--- src/rtl/tsr_pkg.sv ---
// Package for the temperature sensor register pointer and serial target.
// Assumes a single 100 MHz clock and a two-wire bus sampled synchronously.
package tsr_pkg;

  // Pointer codes selecting the four data registers
  localparam logic [1:0] PTR_TEMPERATURE = 2'h0;
  localparam logic [1:0] PTR_SETTINGS = 2'h1;
  localparam logic [1:0] PTR_LOWER = 2'h2;
  localparam logic [1:0] PTR_UPPER = 2'h3;

  // Pointer register layout
  localparam int PTR_SEL_LSB = 0;
  localparam int PTR_SEL_W = 2;
  localparam logic [5:0] PTR_UPPER_BITS = 6'h00;
  localparam logic [1:0] PTR_RESET = 2'h0;

  // Reset values of the data registers
  localparam logic [15:0] TEMPERATURE_RESET = 16'h0000;
  localparam logic [15:0] SETTINGS_RESET = 16'h40A0;
  localparam logic [15:0] LOWER_RESET = 16'h0000;
  localparam logic [15:0] UPPER_RESET = 16'h0000;

  // Writable bits of the settings word; the rest keep their reset value
  localparam logic [15:0] SETTINGS_WR_MASK = 16'h9FC0;

  // Bus framing
  localparam logic [3:0] BITS_PER_BYTE = 4'h8;
  localparam logic [1:0] IDX_POINTER = 2'h0;
  localparam logic [1:0] IDX_MSB = 2'h1;
  localparam logic [1:0] IDX_LSB = 2'h2;

  typedef enum logic [2:0] {
    TSR_IDLE = 3'h0,
    TSR_ADDR = 3'h1,
    TSR_ACK_ADDR = 3'h3,
    TSR_RX = 3'h2,
    TSR_ACK_RX = 3'h6,
    TSR_TX = 3'h7,
    TSR_ACK_TX = 3'h5
  } tsr_state_e;

  typedef struct packed {
    logic [15:0] temperature;
    logic [15:0] settings;
    logic [15:0] lower;
    logic [15:0] upper;
  } tsr_regs_s;

  typedef struct packed {
    tsr_state_e st;
    logic scl_p;
    logic sda_p;
    logic [7:0] shift;
    logic [3:0] bits;
    logic rw;
    logic [1:0] idx;
    logic [7:0] msb;
    logic [15:0] tx;
    logic half;
    logic sda_oe;
    logic sda_o;
    logic [1:0] ptr;
    tsr_regs_s regs;
  } tsr_state_s;

endpackage

--- src/rtl/tsr_target.sv ---
// Two-wire bus target with pointer register and four 16-bit data registers.
// Assumes scl/sda arrive synchronous to mclk and an external wire resolves sda_oe.

// Summary of operation
// RULE1: Eight-bit pointer register; only its two low bits are writable and select.
// RULE2: Pointer bits two to seven read as zero and ignore written values.
// RULE3: Pointer 0 temperature, 1 settings, 2 lower limit, 3 upper limit.
// RULE4: Host loads the pointer before any data access.
// RULE5: Temperature is read only; settings and both limits are read and write.
// RULE6: Only the pointer chooses which data register an access reaches.
// RULE7: All registers are reached over the two-wire bus, device as target.
// RULE8: Sixteen-bit words travel most significant byte first.
// RULE9: Pointer holds between accesses and resets to zero, temperature selected.
module tsr_target (
  input wire logic mclk,
  input wire logic reset,
  input wire logic scl_i,
  input wire logic sda_i,
  output logic sda_o,
  output logic sda_oe,
  input wire logic [6:0] target_addr,
  input wire logic temp_load,
  input wire logic [15:0] temp_data,
  output logic [7:0] register_pointer,
  output logic [15:0] temperature_result,
  output logic [15:0] settings_word,
  output logic [15:0] lower_limit,
  output logic [15:0] upper_limit
);

  tsr_pkg::tsr_state_s q;
  tsr_pkg::tsr_state_s d;

  logic scl_rise;
  logic scl_fall;
  logic start_seen;
  logic stop_seen;
  logic [15:0] sel_word;
  logic [15:0] wr_word;

  assign scl_rise = scl_i && !q.scl_p;
  assign scl_fall = !scl_i && q.scl_p;
  assign start_seen = scl_i && q.scl_p && q.sda_p && !sda_i;
  assign stop_seen = scl_i && q.scl_p && !q.sda_p && sda_i;

  // Register chosen by the pointer alone
  always_comb begin
    case (q.ptr) // see RULE3 see RULE6
      tsr_pkg::PTR_TEMPERATURE: sel_word = q.regs.temperature;
      tsr_pkg::PTR_SETTINGS: sel_word = q.regs.settings;
      tsr_pkg::PTR_LOWER: sel_word = q.regs.lower;
      tsr_pkg::PTR_UPPER: sel_word = q.regs.upper;
      default: sel_word = q.regs.temperature;
    endcase
  end

  // MSB byte was held; current shift holds the LSB
  assign wr_word = {q.msb, q.shift}; // see RULE8

  always_comb begin
    d = q;
    d.scl_p = scl_i;
    d.sda_p = sda_i;
    d.sda_o = 1'b0;
    if (temp_load) begin
      d.regs.temperature = temp_data;
    end
    if (start_seen) begin // see RULE7
      d.st = tsr_pkg::TSR_ADDR;
      d.bits = 4'h0;
      d.sda_oe = 1'b0;
    end else if (stop_seen) begin
      d.st = tsr_pkg::TSR_IDLE;
      d.sda_oe = 1'b0;
    end else begin
      case (q.st)
        tsr_pkg::TSR_IDLE: begin
          d.sda_oe = 1'b0;
        end
        tsr_pkg::TSR_ADDR: begin
          if (scl_rise) begin
            d.shift = {q.shift[6:0], sda_i};
            d.bits = q.bits + 4'h1;
          end else if (scl_fall && q.bits == tsr_pkg::BITS_PER_BYTE) begin
            if (q.shift[7:1] == target_addr) begin
              d.rw = q.shift[0];
              d.sda_oe = 1'b1;
              d.st = tsr_pkg::TSR_ACK_ADDR;
            end else begin
              d.st = tsr_pkg::TSR_IDLE;
            end
          end
        end
        tsr_pkg::TSR_ACK_ADDR: begin
          if (scl_fall) begin
            d.bits = 4'h0;
            if (q.rw) begin
              // Whole word latched so both bytes come from one sample
              d.tx = sel_word; // see RULE4 see RULE6
              d.half = 1'b0;
              d.sda_oe = !sel_word[15]; // see RULE8
              d.st = tsr_pkg::TSR_TX;
            end else begin
              d.idx = tsr_pkg::IDX_POINTER;
              d.sda_oe = 1'b0;
              d.st = tsr_pkg::TSR_RX;
            end
          end
        end
        tsr_pkg::TSR_RX: begin
          if (scl_rise) begin
            d.shift = {q.shift[6:0], sda_i};
            d.bits = q.bits + 4'h1;
          end else if (scl_fall && q.bits == tsr_pkg::BITS_PER_BYTE) begin
            d.sda_oe = 1'b1;
            d.st = tsr_pkg::TSR_ACK_RX;
            case (q.idx)
              tsr_pkg::IDX_POINTER: begin
                // Upper six bits dropped
                d.ptr = q.shift[tsr_pkg::PTR_SEL_LSB +: tsr_pkg::PTR_SEL_W]; // see RULE1 see RULE2
                d.idx = tsr_pkg::IDX_MSB;
              end
              tsr_pkg::IDX_MSB: begin
                d.msb = q.shift; // see RULE8
                d.idx = tsr_pkg::IDX_LSB;
              end
              tsr_pkg::IDX_LSB: begin
                case (q.ptr) // see RULE5 see RULE6
                  tsr_pkg::PTR_SETTINGS: begin
                    d.regs.settings = (wr_word & tsr_pkg::SETTINGS_WR_MASK)
                      | (q.regs.settings & ~tsr_pkg::SETTINGS_WR_MASK);
                  end
                  tsr_pkg::PTR_LOWER: d.regs.lower = wr_word;
                  tsr_pkg::PTR_UPPER: d.regs.upper = wr_word;
                  default: d.regs = d.regs;
                endcase
                // Further word pairs go to the same register
                d.idx = tsr_pkg::IDX_MSB;
              end
              default: d.idx = tsr_pkg::IDX_MSB;
            endcase
          end
        end
        tsr_pkg::TSR_ACK_RX: begin
          if (scl_fall) begin
            d.sda_oe = 1'b0;
            d.bits = 4'h0;
            d.st = tsr_pkg::TSR_RX;
          end
        end
        tsr_pkg::TSR_TX: begin
          if (scl_rise) begin
            d.bits = q.bits + 4'h1;
          end else if (scl_fall) begin
            d.tx = {q.tx[14:0], 1'b0};
            if (q.bits == tsr_pkg::BITS_PER_BYTE) begin
              d.sda_oe = 1'b0;
              d.st = tsr_pkg::TSR_ACK_TX;
            end else begin
              d.sda_oe = !q.tx[14];
            end
          end
        end
        tsr_pkg::TSR_ACK_TX: begin
          if (scl_rise && sda_i) begin
            // Not acknowledged: stay off the bus until the next start
            d.st = tsr_pkg::TSR_IDLE;
          end else if (scl_fall) begin
            d.bits = 4'h0;
            d.half = !q.half;
            d.st = tsr_pkg::TSR_TX;
            if (q.half) begin
              // Repeat the same register, MSB first again
              d.tx = sel_word; // see RULE8
              d.sda_oe = !sel_word[15];
            end else begin
              d.sda_oe = !q.tx[15];
            end
          end
        end
        default: begin
          d.st = tsr_pkg::TSR_IDLE;
          d.sda_oe = 1'b0;
        end
      endcase
    end
  end

  always_ff @(posedge mclk or posedge reset) begin
    if (reset) begin
      q.st <= tsr_pkg::TSR_IDLE;
      q.scl_p <= 1'b1;
      q.sda_p <= 1'b1;
      q.shift <= 8'h00;
      q.bits <= 4'h0;
      q.rw <= 1'b0;
      q.idx <= tsr_pkg::IDX_POINTER;
      q.msb <= 8'h00;
      q.tx <= 16'h0000;
      q.half <= 1'b0;
      q.sda_oe <= 1'b0;
      q.sda_o <= 1'b0;
      q.ptr <= tsr_pkg::PTR_RESET; // see RULE9
      q.regs.temperature <= tsr_pkg::TEMPERATURE_RESET;
      q.regs.settings <= tsr_pkg::SETTINGS_RESET;
      q.regs.lower <= tsr_pkg::LOWER_RESET;
      q.regs.upper <= tsr_pkg::UPPER_RESET;
    end else begin
      q <= d;
    end
  end

  assign sda_o = q.sda_o;
  assign sda_oe = q.sda_oe;
  assign register_pointer = {tsr_pkg::PTR_UPPER_BITS, q.ptr}; // see RULE2
  assign temperature_result = q.regs.temperature;
  assign settings_word = q.regs.settings;
  assign lower_limit = q.regs.lower;
  assign upper_limit = q.regs.upper;

endmodule

--- config.mk ---
export PLATFORM = sky130hd
export DESIGN_NAME = tsr_target
export DESIGN_NICKNAME = d
export VERILOG_FILES = /design/src/rtl/tsr_pkg.sv /design/src/rtl/tsr_target.sv
export SDC_FILE = /design/constraint.sdc
export NUM_CORES = 1
export LEC_CHECK = 0
export ABC_AREA = 1
export BUFFER_PORTS_ARGS = -buffer_cell sky130_fd_sc_hd__buf_2
export CORE_ASPECT_RATIO = 1.75
export CORE_MARGIN = 3
export CORE_UTILIZATION = 50
export DETAILED_ROUTE_END_ITERATION = 12
export PLACE_DENSITY_LB_ADDON = 0.1
export SYNTH_ARGS = -nofsm -noshare
export SYNTH_HDL_FRONTEND = slang
export SYNTH_SLANG_ARGS = --single-unit
--- constraint.sdc ---
create_clock -name mclk -period 3.1 [get_ports mclk]
set_input_delay 0.31 -clock mclk [delete_from_list [all_inputs] [get_ports mclk]]
set_output_delay 0.31 -clock mclk [all_outputs]
set_load 0.02 [all_outputs]
==> reports/results.ini <==
[power]
power_leakage_uw=0.00300
pwr-share-seq_pct=47.2
pwr-share-comb_pct=19.7
switchingPower_uw=1070
clkPwrFrac_pct=33.1
ir_drop_uv=418
power_density_nw_per_um2=600
internal_power_uw=2380
swShare_pct=31.1

[sta]
setup_ws_ps=1070
final-max-slew-violation-count=0
hold_viol_final=1
min_period_ps=2030
fmax_mhz=493
setup_viol=0
relSlewSlack_pct=56.0
rsz0062_at_grt=false
holdWs_ps=-4.18
finalCritPeriodShare_pct=65.5
fin_worst_skew_ps=7.96
max_slew.worst_pin.slew_ps=659
finalSetupTns_ps=0

[detailed_routing]
drc=0
num_vias=4319
wl_um=13500
drtIter0Drc=251
wl_per_cell_um=16.2
firstDrtPassIters=4
vias_per_cell=5.19
ant_nets=0

[cts]
cts_made_buffers=9
cts_setup_buffers=0
cts_buffer_depth=2
cts.repair.resized=0
clockRootBuffer=clkbuf_16
ctsHoldBuffers=0
cts_max_level=3
clock_sinks=104
clk_latency_ps=340
cts_tree=yes
clk_pin_slew_ps=70

[synthesis]
synthesis.area_um2=5430
ys.flop_type=dfrtp_1
ys_types=34
synth_cells=676
yosys_warnings=0
ys_seq_elements=104
syn_area_per_cell_um2=8.03
yosysSeqAreaShare_pct=48.0
ys_async_sr_fraction_pct=100
synth-edff-count=0

[worst_setup_path]
crit_chain=nand2_1 -> inv_1 -> nand3_1 -> buf_4 -> nand2_1 -> o21ai_0
crit_start=register_pointer[0]$_DFFE_PP0P_
path_buf_inv=2
critPathArrivalTime_ps=2250
critPathKind=reg2reg
timing.rr.start=register_pointer[0]$_DFFE_PP0P_
cp-end-kind=register
path_max_fanout=22
slowest_stage=dfrtp_1
crit_required_ps=3320
cp_slowest_stage_delay_ps=530
startpoint_type=register
critical_path.top_delay_family=buffers and inverters
crit_path_frequent_cell=nand2_1

[place]
place_congestion=0.913
io_buffers=86
hpwl_um=10400
place_inst=816
dp_slack_ps=1090

[grt]
grt_pass1_vias=4190
antenna_found_initial=0
grt_usage_pct=22.6
grt_overflow_total=0
grt_pass1_wl_um=21300
grt_max_degree=41

[layout]
syn_to_final_growth_pct=6.20
finalNonFillerCells=832
drive_above_1_share_pct=17.9
fin_nets=730
diodes=0

[outcome]
violations=negative hold slack
status=finished, violations left

[floorplan]
die_area_um2=12200
ios=102
fp.dieW_um=84.7
initial_core_util_pct=52.1
fp.coreArea_um2=10400
num_rows=49
die_y_um=144

[worst_hold_path]
hold_class=in2async

[run]
max-cap-violations=0

-- metal layers --
metal	vias to the layer above	wire length, um	track usage (%)
li1	2111	-	-
met1	2026	5430	26.8
met2	144	6740	39.0
met3	38	643	3.21
met4	0	674	12.6
met5	-	0	0
-- cells in the final DEF (no fill, tap or decap), types with 2 or more instances in the layout --
| cell type | instances |
|---|---|
| nor2_1 | 28 |
| clkbuf_16 | 9 |
| buf_4 | 8 |
| nand3_1 | 23 |
| inv_1 | 68 |
| o211ai_1 | 7 |
| clkbuf_1 | 2 |
| ha_1 | 2 |
| nand4_1 | 11 |
| o22ai_1 | 4 |
| a21oi_1 | 10 |
| dfrtp_1 | 101 |
| conb_1 | 15 |
| dfstp_2 | 3 |
| xnor2_1 | 2 |
| mux2_2 | 7 |
| o21ai_1 | 2 |
| o21ai_0 | 99 |
| nand2_1 | 199 |
| buf_2 | 86 |
-- power groups by stage --
stage	clock (uW)	sequential (uW)	combinational, uW
after global routing	1210	1650	785
after detailed placement	0	1650	681
after global placement	0	1650	671
after CTS	1170	1630	687
final	1140	1630	681
after floorplan	0	1620	551
-- cells by family after synthesis --
kind of cell / Yosys count / synth area share (%)
and+or+nand+nor: 268 / 20.2
buffers and inverters: 164 / 17.0
AOI/OAI and AO/OA: 126 / 12.2
DFF: 104 / 48.0
muxes: 7 / 1.45
xor gates and xnor gates: 3 / 0.484
adders and majority gates: 2 / 0.461
other: 2 / 0.138
-- worst paths after layout --
check	cells after the start	endpoint	slack (ps)
max	6	upper_limit[12]$_DFFE_PP0P_	1070
min	2	q[106]$_DFFE_PP0P_	-4
max reg2reg	6	upper_limit[12]$_DFFE_PP0P_	1070
min reg2reg	2	q[86]$_DFFE_PP0P_	480
max in group asynchronous	3	settings_word[7]$_DFFE_PP1P_	2340
min in group mclk	1	q[109]$_DFF_PP1_	90
-- synthesized netlist by cell type, types with 3 or more instances --
library cell  count  share of area, %
dfrtp_1         101                47
mux2_2            7               1.5
a21oi_1          10              0.92
nand4_1          11               1.3
clkbuf_1         11              0.76
o22ai_1           4              0.46
buf_4            77                11
nor2_1           28               1.9
nand2_1         199                14
buf_2             3              0.28
inv_1            69               4.8
o21ai_0          99               9.1
dfstp_2           3               1.5
o211ai_1          7              0.97
nand3_1          23               2.1
-- sequential cells by signal, indices dropped and copies added (netlist names) --
register,cells
temperature_result,16
register_pointer,2
sda_oe,1
upper_limit,16
q,45
settings_word,8
lower_limit,16
-- stage by stage --
stage / utilization, % / instance area [um^2] / power [uW] / hold slack [ps]
floorplan: - / 5470 / 2170 / 314
global placement: 52.4 / 5460 / 2320 / 377
detailed placement: 52.4 / 5460 / 2330 / 383
CTS: 55.3 / 5760 / 3480 / 11.4
global route: 55.3 / 5760 / 3650 / 29.4
finish: 55.3 / 5760 / 3460 / -4.18
-- area by class of cell --
type                            instances  area (um^2)
Fill cell                            1016         4660
Sequential cell                       104         2610
Multi-Input combinational cell        421         1940
Timing Repair Buffer                   94          490
Inverter                               70          265
Clock buffer                           12          246
Tap cell                              127          159
Clock inverter                          4         51.3
No activity file was read; power rests on OpenSTA's default activity.
